<file path="src/common/ifs_pkg.sv">
// package: offsets, masks and carrier types for the interrupt flag block
package ifs_pkg;
    localparam int ADDR_W = 4;
    localparam int DATA_W = 16;
    // register indices (word offsets)
    localparam logic [3:0] OFF_FLAGS_LOW = 4'h0;
    localparam logic [3:0] OFF_FLAGS_HIGH = 4'h1;
    localparam logic [3:0] OFF_PEND_STAT = 4'h2;
    localparam logic [3:0] OFF_PEND_MASK = 4'h3;
    // implemented bit masks
    localparam logic [15:0] LOW_IMPL_MASK = 16'h7fef;
    localparam logic [15:0] HIGH_IMPL_MASK = 16'he87f;
    localparam logic [15:0] FLAGS_RESET = 16'h0000;
    localparam logic [1:0] STAT_RESET = 2'h0;
    localparam logic [1:0] MASK_RESET = 2'h0;
    // status bit positions
    localparam int STAT_LOW_POS = 0;
    localparam int STAT_HIGH_POS = 1;
    // flag positions, low register
    localparam int POS_TWOWIRE_MASTER = 14;
    localparam int POS_TWOWIRE_SLAVE = 13;
    localparam int POS_NONVOLATILE = 12;
    localparam int POS_CONVERSION_DONE = 11;
    localparam int POS_SERIAL_TX = 10;
    localparam int POS_SERIAL_RX = 9;
    localparam int POS_SYNC_SERIAL = 8;
    localparam int POS_THIRD_TIMER = 7;
    localparam int POS_SECOND_TIMER = 6;
    localparam int POS_COMPARE_TWO = 5;
    localparam int POS_FIRST_TIMER = 3;
    localparam int POS_COMPARE_ONE = 2;
    localparam int POS_CAPTURE_ONE = 1;
    localparam int POS_EXT_PIN_ZERO = 0;
    // flag positions, high register
    localparam int POS_COMPARATOR_THREE = 15;
    localparam int POS_COMPARATOR_TWO = 14;
    localparam int POS_COMPARATOR_ONE = 13;
    localparam int POS_CHANGE_NOTIFY = 11;
    localparam int POS_PULSE_GEN_FOUR = 6;
    localparam int POS_PULSE_GEN_THREE = 5;
    localparam int POS_PULSE_GEN_TWO = 4;
    localparam int POS_PULSE_GEN_ONE = 3;
    localparam int POS_SPECIAL_EVENT = 2;
    localparam int POS_EXT_PIN_TWO = 1;
    localparam int POS_EXT_PIN_ONE = 0;

    typedef struct packed {
        logic [3:0] addr;
        logic [15:0] wdata;
        logic wr;
        logic rd;
    } ifs_bus_req_t;

    typedef enum logic [1:0] {
        BUS_IDLE = 2'b01,
        BUS_ACCESS = 2'b10
    } ifs_bus_state_t;
endpackage : ifs_pkg

</file>
<file path="src/verilog/ifs_flag_reg.sv">
// one 16-bit flag register: sticky set, software write, unimplemented bits zero
`timescale 1ns/100ps
`default_nettype none
module ifs_flag_reg #(
    parameter logic [15:0] IMPL_MASK = 16'hffff
) (
    input wire logic clk,
    input wire logic rst_n,
    input wire logic [15:0] event_in,
    input wire logic wr_en,
    input wire logic [15:0] wdata,
    output logic [15:0] flags,
    output logic [15:0] new_events
);
    logic [15:0] flags_reg;
    logic [15:0] flags_next;

    always_comb begin
        flags_next = flags_reg;
        // software write path
        if (wr_en) begin
            flags_next = wdata;
        end
        // event wins over clear
        flags_next = flags_next | event_in;
        // unimplemented bits zero
        flags_next = flags_next & IMPL_MASK;
    end

    // cleared at reset
    always_ff @(posedge clk or negedge rst_n) begin
        if (!rst_n) begin
            flags_reg <= ifs_pkg::FLAGS_RESET;
        end else begin
            flags_reg <= flags_next;
        end
    end

    assign flags = flags_reg;
    assign new_events = event_in & IMPL_MASK;
endmodule // ifs_flag_reg

`default_nettype wire

</file>
<file path="src/verilog/ifs_interrupt_flags.sv">
// interrupt flag status registers with pending summary and interrupt output
//
// Functional notes
// implemented flag reads 1 while its source request is pending, else 0.
// unimplemented positions ignore writes and read zero in both registers.
// implemented flags read/write by software, zero after reset.
// low register bit 14 latches two-wire master events.
// low register bit 13 latches two-wire slave events.
// low register bit 12 latches nonvolatile memory requests.
// low register bit 11 sets on conversion complete.
// low register bit 10 latches serial transmitter requests.
// low register bit 9 latches serial receiver requests.
// low register bit 8 latches synchronous serial events.
// low register bits 7 and 6 latch third and second timer.
// low register bit 5 latches compare channel two.
// low register bit 3 latches first timer.
// low register bits 2 and 1 latch compare one, capture one.
// low register bit 0 latches external pin zero.
// high bits 15..13 comparators three..one; bit 11 change notify.
// high bits 6..3 pulse generators four..one.
// flag sticky until software writes 0; event beats clear.
// high bit 2 special event; bits 1, 0 external pins two, one.
`timescale 1ns/100ps
`default_nettype none
module ifs_interrupt_flags (
    input wire logic MCLK,
    input wire logic NRST,
    input wire logic [3:0] ADDR,
    input wire logic [15:0] WDATA,
    input wire logic WR,
    input wire logic RD,
    input wire logic TWOWIRE_MASTER_EV,
    input wire logic TWOWIRE_SLAVE_EV,
    input wire logic NONVOLATILE_EV,
    input wire logic CONVERSION_DONE_EV,
    input wire logic SERIAL_TX_EV,
    input wire logic SERIAL_RX_EV,
    input wire logic SYNC_SERIAL_EV,
    input wire logic THIRD_TIMER_EV,
    input wire logic SECOND_TIMER_EV,
    input wire logic COMPARE_TWO_EV,
    input wire logic FIRST_TIMER_EV,
    input wire logic COMPARE_ONE_EV,
    input wire logic CAPTURE_ONE_EV,
    input wire logic EXT_PIN_ZERO_EV,
    input wire logic COMPARATOR_THREE_EV,
    input wire logic COMPARATOR_TWO_EV,
    input wire logic COMPARATOR_ONE_EV,
    input wire logic CHANGE_NOTIFY_EV,
    input wire logic PULSE_GEN_FOUR_EV,
    input wire logic PULSE_GEN_THREE_EV,
    input wire logic PULSE_GEN_TWO_EV,
    input wire logic PULSE_GEN_ONE_EV,
    input wire logic SPECIAL_EVENT_EV,
    input wire logic EXT_PIN_TWO_EV,
    input wire logic EXT_PIN_ONE_EV,
    output logic [15:0] RDATA,
    output logic [15:0] FLAGS_LOW,
    output logic [15:0] FLAGS_HIGH,
    output logic IRQ
);
    ifs_pkg::ifs_bus_req_t req;
    logic [15:0] ev_low;
    logic [15:0] ev_high;
    logic [15:0] low_flags;
    logic [15:0] high_flags;
    logic [15:0] low_new;
    logic [15:0] high_new;
    logic wr_low;
    logic wr_high;
    logic [15:0] rdata_reg;
    logic [15:0] rdata_next;
    logic [1:0] stat_reg;
    logic [1:0] stat_next;
    logic [1:0] mask_reg;
    logic [1:0] mask_next;
    logic irq_reg;
    logic irq_next;
    logic [15:0] out_low_reg;
    logic [15:0] out_high_reg;
    ifs_pkg::ifs_bus_state_t bus_state_reg;
    ifs_pkg::ifs_bus_state_t bus_state_next;
    logic [15:0] wdata_low;
    logic [15:0] wdata_high;
    logic rd_low;
    logic rd_high;
    logic rd_stat;
    logic rd_mask;
    logic wr_mask;
    logic low_any;
    logic high_any;
    logic [1:0] pend_unmasked;
    logic [15:0] out_low_next;
    logic [15:0] out_high_next;

    assign req = '{addr: ADDR, wdata: WDATA, wr: WR, rd: RD};

    // source mapping for the low register
    always_comb begin
        ev_low = 16'h0000;
        // two-wire master
        ev_low[ifs_pkg::POS_TWOWIRE_MASTER] = TWOWIRE_MASTER_EV;
        // two-wire slave
        ev_low[ifs_pkg::POS_TWOWIRE_SLAVE] = TWOWIRE_SLAVE_EV;
        // nonvolatile memory
        ev_low[ifs_pkg::POS_NONVOLATILE] = NONVOLATILE_EV;
        // conversion complete
        ev_low[ifs_pkg::POS_CONVERSION_DONE] = CONVERSION_DONE_EV;
        // serial transmitter
        ev_low[ifs_pkg::POS_SERIAL_TX] = SERIAL_TX_EV;
        // serial receiver
        ev_low[ifs_pkg::POS_SERIAL_RX] = SERIAL_RX_EV;
        // synchronous serial port
        ev_low[ifs_pkg::POS_SYNC_SERIAL] = SYNC_SERIAL_EV;
        // third, second timer
        ev_low[ifs_pkg::POS_THIRD_TIMER] = THIRD_TIMER_EV;
        ev_low[ifs_pkg::POS_SECOND_TIMER] = SECOND_TIMER_EV;
        // compare channel two
        ev_low[ifs_pkg::POS_COMPARE_TWO] = COMPARE_TWO_EV;
        // first timer
        ev_low[ifs_pkg::POS_FIRST_TIMER] = FIRST_TIMER_EV;
        // compare one, capture one
        ev_low[ifs_pkg::POS_COMPARE_ONE] = COMPARE_ONE_EV;
        ev_low[ifs_pkg::POS_CAPTURE_ONE] = CAPTURE_ONE_EV;
        // external pin zero
        ev_low[ifs_pkg::POS_EXT_PIN_ZERO] = EXT_PIN_ZERO_EV;
    end

    // source mapping for the high register
    always_comb begin
        ev_high = 16'h0000;
        // comparators and change notify
        ev_high[ifs_pkg::POS_COMPARATOR_THREE] = COMPARATOR_THREE_EV;
        ev_high[ifs_pkg::POS_COMPARATOR_TWO] = COMPARATOR_TWO_EV;
        ev_high[ifs_pkg::POS_COMPARATOR_ONE] = COMPARATOR_ONE_EV;
        ev_high[ifs_pkg::POS_CHANGE_NOTIFY] = CHANGE_NOTIFY_EV;
        // pulse generators
        ev_high[ifs_pkg::POS_PULSE_GEN_FOUR] = PULSE_GEN_FOUR_EV;
        ev_high[ifs_pkg::POS_PULSE_GEN_THREE] = PULSE_GEN_THREE_EV;
        ev_high[ifs_pkg::POS_PULSE_GEN_TWO] = PULSE_GEN_TWO_EV;
        ev_high[ifs_pkg::POS_PULSE_GEN_ONE] = PULSE_GEN_ONE_EV;
        // special event, external pins
        ev_high[ifs_pkg::POS_SPECIAL_EVENT] = SPECIAL_EVENT_EV;
        ev_high[ifs_pkg::POS_EXT_PIN_TWO] = EXT_PIN_TWO_EV;
        ev_high[ifs_pkg::POS_EXT_PIN_ONE] = EXT_PIN_ONE_EV;
    end

    // write decode: one target per strobe, index 2 is read-only
    always_comb begin
        wr_low = 1'b0;
        wr_high = 1'b0;
        wr_mask = 1'b0;
        if (req.wr && req.addr == ifs_pkg::OFF_FLAGS_LOW) begin
            wr_low = 1'b1;
        end else if (req.wr && req.addr == ifs_pkg::OFF_FLAGS_HIGH) begin
            wr_high = 1'b1;
        end else if (req.wr && req.addr == ifs_pkg::OFF_PEND_MASK) begin
            wr_mask = 1'b1;
        end
    end

    // read decode: unmapped indices select nothing and read zero
    always_comb begin
        rd_low = 1'b0;
        rd_high = 1'b0;
        rd_stat = 1'b0;
        rd_mask = 1'b0;
        if (req.rd && req.addr == ifs_pkg::OFF_FLAGS_LOW) begin
            rd_low = 1'b1;
        end else if (req.rd && req.addr == ifs_pkg::OFF_FLAGS_HIGH) begin
            rd_high = 1'b1;
        end else if (req.rd && req.addr == ifs_pkg::OFF_PEND_STAT) begin
            rd_stat = 1'b1;
        end else if (req.rd && req.addr == ifs_pkg::OFF_PEND_MASK) begin
            rd_mask = 1'b1;
        end
    end

    // unimplemented positions drop written ones at entry
    always_comb begin
        wdata_low = req.wdata & ifs_pkg::LOW_IMPL_MASK;
        wdata_high = req.wdata & ifs_pkg::HIGH_IMPL_MASK;
    end

    // low flag register
    ifs_flag_reg #(
        .IMPL_MASK(ifs_pkg::LOW_IMPL_MASK)
    ) u_flags_low (
        .clk(MCLK),
        .rst_n(NRST),
        .event_in(ev_low),
        .wr_en(wr_low),
        .wdata(wdata_low),
        .flags(low_flags),
        .new_events(low_new)
    );

    // high flag register
    ifs_flag_reg #(
        .IMPL_MASK(ifs_pkg::HIGH_IMPL_MASK)
    ) u_flags_high (
        .clk(MCLK),
        .rst_n(NRST),
        .event_in(ev_high),
        .wr_en(wr_high),
        .wdata(wdata_high),
        .flags(high_flags),
        .new_events(high_new)
    );

    // access tracker: marks the cycle in which read data stand
    always_comb begin
        bus_state_next = ifs_pkg::BUS_IDLE;
        if (req.rd) begin
            bus_state_next = ifs_pkg::BUS_ACCESS;
        end
    end

    always_ff @(posedge MCLK or negedge NRST) begin
        if (!NRST) begin
            bus_state_reg <= ifs_pkg::BUS_IDLE;
        end else begin
            bus_state_reg <= bus_state_next;
        end
    end

    // read data stand one cycle after the strobe, then expire
    always_comb begin
        rdata_next = rdata_reg;
        if (bus_state_reg == ifs_pkg::BUS_ACCESS || req.rd) begin
            rdata_next = 16'h0000;
        end
        if (rd_low) begin
            rdata_next = low_flags;
        end else if (rd_high) begin
            rdata_next = high_flags;
        end else if (rd_stat) begin
            rdata_next = {14'h0000, stat_reg};
        end else if (rd_mask) begin
            rdata_next = {14'h0000, mask_reg};
        end
    end

    always_ff @(posedge MCLK or negedge NRST) begin
        if (!NRST) begin
            rdata_reg <= 16'h0000;
        end else begin
            rdata_reg <= rdata_next;
        end
    end

    // any newly latched request per register
    always_comb begin
        low_any = |low_new;
        high_any = |high_new;
    end

    // pending status: read clears, a new event in that cycle wins
    always_comb begin
        stat_next = stat_reg;
        if (rd_stat) begin
            stat_next = 2'h0;
        end
        if (low_any) begin
            stat_next[ifs_pkg::STAT_LOW_POS] = 1'b1;
        end
        if (high_any) begin
            stat_next[ifs_pkg::STAT_HIGH_POS] = 1'b1;
        end
    end

    always_ff @(posedge MCLK or negedge NRST) begin
        if (!NRST) begin
            stat_reg <= ifs_pkg::STAT_RESET;
        end else begin
            stat_reg <= stat_next;
        end
    end

    // interrupt mask, same layout as the pending status
    always_comb begin
        mask_next = mask_reg;
        if (wr_mask) begin
            mask_next = req.wdata[1:0];
        end
    end

    always_ff @(posedge MCLK or negedge NRST) begin
        if (!NRST) begin
            mask_reg <= ifs_pkg::MASK_RESET;
        end else begin
            mask_reg <= mask_next;
        end
    end

    // level interrupt: high while an unmasked status bit is set
    always_comb begin
        pend_unmasked = stat_next & mask_next;
        irq_next = |pend_unmasked;
    end

    always_ff @(posedge MCLK or negedge NRST) begin
        if (!NRST) begin
            irq_reg <= 1'b0;
        end else begin
            irq_reg <= irq_next;
        end
    end

    // low flag copy on the pins, one edge behind
    always_comb begin
        out_low_next = low_flags;
    end

    always_ff @(posedge MCLK or negedge NRST) begin
        if (!NRST) begin
            out_low_reg <= ifs_pkg::FLAGS_RESET;
        end else begin
            out_low_reg <= out_low_next;
        end
    end

    // high flag copy on the pins, one edge behind
    always_comb begin
        out_high_next = high_flags;
    end

    always_ff @(posedge MCLK or negedge NRST) begin
        if (!NRST) begin
            out_high_reg <= ifs_pkg::FLAGS_RESET;
        end else begin
            out_high_reg <= out_high_next;
        end
    end

    assign RDATA = rdata_reg;
    assign FLAGS_LOW = out_low_reg;
    assign FLAGS_HIGH = out_high_reg;
    assign IRQ = irq_reg;
endmodule // ifs_interrupt_flags

`default_nettype wire

</file>
<file path="config.mk">
export PLATFORM = sky130hd
export DESIGN_NAME = ifs_interrupt_flags
export DESIGN_NICKNAME = d
export VERILOG_FILES = /design/src/common/ifs_pkg.sv /design/src/verilog/ifs_flag_reg.sv /design/src/verilog/ifs_interrupt_flags.sv
export SDC_FILE = /design/constraint.sdc
export NUM_CORES = 1
export LEC_CHECK = 0
export ABC_CLOCK_PERIOD_IN_PS = 1400
export BUFFER_PORTS_ARGS = -buffer_cell sky130_fd_sc_hd__clkbuf_2
export CAP_MARGIN = 10
export CORE_UTILIZATION = 30
export DETAILED_ROUTE_END_ITERATION = 7
export PLACE_DENSITY = 0.54
export SETUP_SLACK_MARGIN = 0.1
export SLEW_MARGIN = 20
export SYNTH_ARGS = -nofsm -noshare
export SYNTH_HDL_FRONTEND = slang
export SYNTH_SLANG_ARGS = --single-unit
</file>
<file path="constraint.sdc">
create_clock -name MCLK -period 1.4 [get_ports MCLK]
set_clock_uncertainty 0.2 [all_clocks]
set_input_delay 0.28 -clock MCLK [delete_from_list [all_inputs] [get_ports MCLK]]
set_output_delay 0.28 -clock MCLK [all_outputs]
set_load 0.01 [all_outputs]
</file>
### After elaboration in Yosys (flattened, before gate mapping)

Index checks and enable logic that the tools add are counted.

* flip-flop bits (word level): 73
* input bits: 49
* word-level logic and storage cells: 57

* equal/unequal tests: 4
* mux-type cells: 28
* bitwise operators: 3
* reductions and logical operators: 13

Operators with widths (number)
* 16-bit 2-to-1 mux: 6
* 1-bit 2-to-1 mux: 18
* 16-bit OR: 1
* 15-bit 2-to-1 mux: 1
* 15-bit OR: 1
* 14-bit OR reduction: 1
* 11-bit OR reduction: 1
* 4-bit by 2-bit == test with 1-bit output, second input constant: 2
* 1-bit logical AND: 7
* 2-bit 2-to-1 mux: 3
* 5-bit nonzero test: 1
* 4-bit by 1-bit == test with 1-bit output, second input constant: 1
* 4-bit logical NOT: 1
* 2-bit bitwise AND: 1
* 2-bit == test, second input constant: 1
* 2-bit OR reduction: 1
* 1-bit logical OR: 1

### Depth between registers and ports, before layout

* word-level depth: 10
* gate-level depth with buffers: 7
* depth with buffers taken out: 4

### Hierarchy

From an unflattened synthesis, not the netlist that was laid out.

* cells, all modules: 252
* area, all modules: 3284.4 um^2

By module, submodules not included
* ifs_interrupt_flags: instances 1, cells each 131, area each 1905.6 um^2, sequential area each 1377.6 um^2
* ifs_flag_reg (u_flags_low): instances 1, cells each 64, area each 747.0 um^2, sequential area each 350.3 um^2
* ifs_flag_reg (u_flags_high): instances 1, cells each 57, area each 631.9 um^2, sequential area each 275.3 um^2

### Least setup slack after synthesis

OpenSTA, ideal clock, no wires.

* path type: input port to flip-flop
* start point: in ADDR[3]
* end point: reg irq_reg (netlist: IRQ)
* arrival time: 1.204 ns
* slack: -0.125 ns
* stages: 4
* cells stage by stage: nor2_4 and4_4 mux2_2 a22o_1

RTL lines
* start: declaration: RTL line ifs_interrupt_flags.sv:28 `input wire logic [3:0] ADDR,`
* 4-bit by 2-bit == test with 1-bit output: RTL line ifs_interrupt_flags.sv:157 `end else if (req.wr && req.addr == ifs_pkg::OFF_PEND_MASK) begin`
* 1-bit logical AND: RTL line ifs_interrupt_flags.sv:157
* 1-bit 2-to-1 mux: RTL line ifs_interrupt_flags.sv:157
* 1-bit 2-to-1 mux: RTL line ifs_interrupt_flags.sv:155 `end else if (req.wr && req.addr == ifs_pkg::OFF_FLAGS_HIGH) begin`
* 1-bit 2-to-1 mux (*): RTL line ifs_interrupt_flags.sv:153 `if (req.wr && req.addr == ifs_pkg::OFF_FLAGS_LOW) begin`
* 2-bit 2-to-1 mux (*): RTL line ifs_interrupt_flags.sv:283 `if (wr_mask) begin`
* via mask_next[1]: RTL line ifs_interrupt_flags.sv:76 `logic [1:0] mask_next;`
* 2-bit bitwise AND (*): RTL line ifs_interrupt_flags.sv:298 `pend_unmasked = stat_next & mask_next;`
* 2-bit OR reduction (*): RTL line ifs_interrupt_flags.sv:299 `irq_next = |pend_unmasked;`
* via irq_next: RTL line ifs_interrupt_flags.sv:78 `logic irq_next;`
* end signal: assignment: RTL line ifs_interrupt_flags.sv:306 `irq_reg <= irq_next;`
* end: declaration: RTL line ifs_interrupt_flags.sv:77 `logic irq_reg;`

Mark *: on every way through the listed nets, which the timed path passes. The rest lies on a longest branch.
A chain may end at the register's enable or synchronous reset.

### Worst setup path after layout

* start point: reg mask_reg[0]
* end point: reg rdata_reg[0] (netlist: RDATA[0])

* longest elaborated chain between the ends: 4

RTL lines
* start: declaration: RTL line ifs_interrupt_flags.sv:75 `logic [1:0] mask_reg;`
* start signal: assignment: RTL line ifs_interrupt_flags.sv:290 `mask_reg <= ifs_pkg::MASK_RESET;`
* start signal: assignment: RTL line ifs_interrupt_flags.sv:292 `mask_reg <= mask_next;`
* 16-bit 2-to-1 mux: RTL line ifs_interrupt_flags.sv:239 `end else if (rd_mask) begin`
* 16-bit 2-to-1 mux: RTL line ifs_interrupt_flags.sv:237 `end else if (rd_stat) begin`
* 16-bit 2-to-1 mux: RTL line ifs_interrupt_flags.sv:235 `end else if (rd_high) begin`
* 16-bit 2-to-1 mux: RTL line ifs_interrupt_flags.sv:233 `if (rd_low) begin`
* end signal: assignment: RTL line ifs_interrupt_flags.sv:248 `rdata_reg <= rdata_next;`
* end: declaration: RTL line ifs_interrupt_flags.sv:71 `logic [15:0] rdata_reg;`

Every way passes these cells.

==> summary.md <==
| Metric | Value |
|---|---|
| Status | `finished, violations left` |
| Failing checks | `design-rule violations, negative setup slack` |
| Dpl hpwl | `5.49 mm` |
| First-pass GRT wire length | `12.8 mm` |
| Synthesis Warnings | `0` |
| Syn Area/Cell | `12.7 um2` |
| Clock slew at reported path FFs | `0.07 ns` |
| Bufs on Longest Clock Path | `2` |
| # setup viols final | `2` |
| Combinational Power Share | `13.3%` |
| Part of the Yosys area used for sequential elements | `66.6%` |
| CP Cell Sequence | `mux4_2, a32o_1` |
| Grt total ovfl | `0` |
| Most frequent cell after synthesis | `dfrtp_1` |
| Clock share of power | `34.0%` |
| Power density over cell area | `986 mW/mm2` |
| Clock root buffer | `clkbuf_8` |
| Leak pwr | `2.05 nW` |
| H-tree levels | `3` |
| Detail Route Antenna Nets | `0` |
| Vias | `2394` |
| FILL cells | `815` |
| Area Overhead vs Synth | `56.4%` |
| Mapped Cells | `217` |
| Setup slack after layout | `-0.0304 ns` |
| Crit path required time | `1.42 ns` |
| Slowest stage cell on the critical path | `mux4_2` |
| Ports | `98` |
| Tmin final | `1.43 ns` |
| Primary FF master, synth | `dfrtp_1` |
| Async SR Flop Fraction | `100%` |
| Ant. Diodes | `0` |
| Critical Path AT | `1.45 ns` |
| Peak Freq | `0.699 GHz` |
| Number of global-route vias before repair | `2501` |
| # DRC | `18` |
| Die ar. | `0.00954 mm2` |
| Die height | `97.7 um` |
| RSZ-0062 raised after global routing | `true` |
| Num CTS Buffers | `9` |
| CP max FO | `2` |
| Largest net degree at the start of global routing | `32` |
| Critical path class | `flop to flop` |
| Area leader, netlist | `dfrtp_1` |
| Synthesis-stage register bit count | `73` |
| Wire length per cell | `15.5 um` |
| EDFF count, synth | `0` |
| GRT Resource Usage Total | `17.7%` |
| DRT Pass-1 Iters | `7` |
| Worst hold path class | `input port to flop` |
| Vias per cell | `4.72` |
| Crit path buf inv count | `0` |
| Initial drt markers | `168` |
| Max-Cap Viols | `0` |
| Clock Latency Late Sink | `0.33 ns` |
| Internal power component | `3.23 mW` |
| CP startpoint kind | `flop` |
| Worst setup EP type | `flop` |
| Die W | `97.7 um` |
| Nets | `443` |
| CP max stage delay | `0.49 ns` |
| Sequential share of power | `52.7%` |
| Clk sinks | `73` |
| Row Count | `34` |
| Dpl ws | `-0.299 ns` |
| Final wirelength | `7.84 mm` |
| Fin. Hold Viols | `0` |
| Worst path top cell family by delay | `multiplexers` |
| Net Sw Power | `1.00 mW` |
| Initial antenna violation count | `0` |
| Layout cells sized above 1 | `43.4%` |
| Final period util | `102%` |
| Routability cong. | `0.800` |
| Post-layout util | `48.8%` |
| Synth top cells by count | `dfrtp_1, nand2_1, nand3b_1, inv_1` |
| Top-area cell type share of the netlist area | `65.6%` |
| Port bufs | `90` |
| Main area contributors after synthesis | `dfrtp_1, nand2_1, nand3b_1` |
| Net Sw Frac | `23.7%` |
| Starting density of the core | `31.2%` |
| TritonCTS clock tree | `built` |
| Distinct cells, synth | `32` |
| Worst VDD drop | `0.000369 V` |
| Final Max Slew Viols | `0` |
| Total core area | `0.00881 mm2` |
| Max reg flops | `16` |
| Mapped cell area | `0.00275 mm2` |
power by group through the flow:
stage / clock (mW) / sequential [mW] / combinational [mW]
final: 1.44 / 2.23 / 0.562
after global routing: 1.59 / 2.24 / 0.611
after CTS: 1.50 / 2.23 / 0.539
after detailed placement: 0 / 2.27 / 0.445
after global placement: 0 / 2.27 / 0.441
after floorplan: 0 / 2.28 / 0.158
per-stage QoR:
step	hold slack, ns	area, um2	std cells	power (mW)	TNS [ns]
after CTS	0.00970	4200	501	4.27	-0.0271
after global routing	0.0237	4290	507	4.44	-0.0621
after global placement	-0.0146	3600	442	2.71	-4.43
after detailed placement	-0.0103	3600	442	2.71	-4.73
after floorplan	-0.216	2810	223	2.44	-0.0947
final	0.0365	4290	507	4.24	-0.0481
routing by layer:
layer | wire [um] | vias up | global-route usage (%)
met2 | 3690 | 96 | 27.1
met4 | 135 | 0 | 6.99
met5 | 0 | - | 0
li1 | - | 1103 | -
met3 | 414 | 10 | 4.32
met1 | 3610 | 1185 | 24.1
worst paths after layout:
kind | start | slack [ns] | to | depth (start not counted)
min in group asynchronous | NRST | 0.18 | u_flags_low.flags[11] | 2
hold / removal | WDATA[1] | 0.04 | mask_reg[1] | 2
setup reg to reg | mask_reg[0] | -0.03 | RDATA[0] | 2
hold reg to reg | u_flags_low.flags[7] | 0.20 | FLAGS_LOW[7] | 0
max in group asynchronous | NRST | 0.37 | FLAGS_LOW[5] | 3
setup / recovery | mask_reg[0] | -0.03 | RDATA[0] | 2
area by class of cell:
cell class	count	area (um2)	share of cell area (%)
inverters	9	33.8	0.787
flip-flops and latches	73	1830	42.6
clock buffers	13	159	3.70
clock inverters	3	15.0	0.350
well taps	108	135	3.15
multi-input cells	125	855	19.9
repair buffers	176	1270	29.5
kinds of logic (layout without fill, tap and decap cells):
group	count (synthesis)	count (layout)	share of synthesized area, %
buffers and inverters	25	201	5.20
other	1	7	0.137
flip-flops	73	73	66.6
AND/OR/NAND/NOR	94	94	18.8
AO/OA/AOI/OAI	20	20	6.65
multiplexers	4	4	2.60
worst register-to-register path, stage by stage, from the launching register on:
cell and delay, ns:
dfrtp_1 0.40, mux4_2 0.49, a32o_1 0.23
timing repair:
item                       in CTS  in global routing
hold buffers                   34                  0
setup endpoints to repair      59                 59
pin swaps                       2                  5
hold endpoints to repair       95                  0
setup buffers                   9                  6
resized for setup               4                 47
cell usage in the layout, fill, tap and decap left out, drive strengths merged, types with 7 or more instances in the layout:
cell type and count:
conb 7, nand2 50, inv 9, a222oi 7
nand3b 25, clkbuf 62, dlygate4sd3 34, buf 93
dfrtp 72, a22o 8
Power figures use the tool's default switching activity.
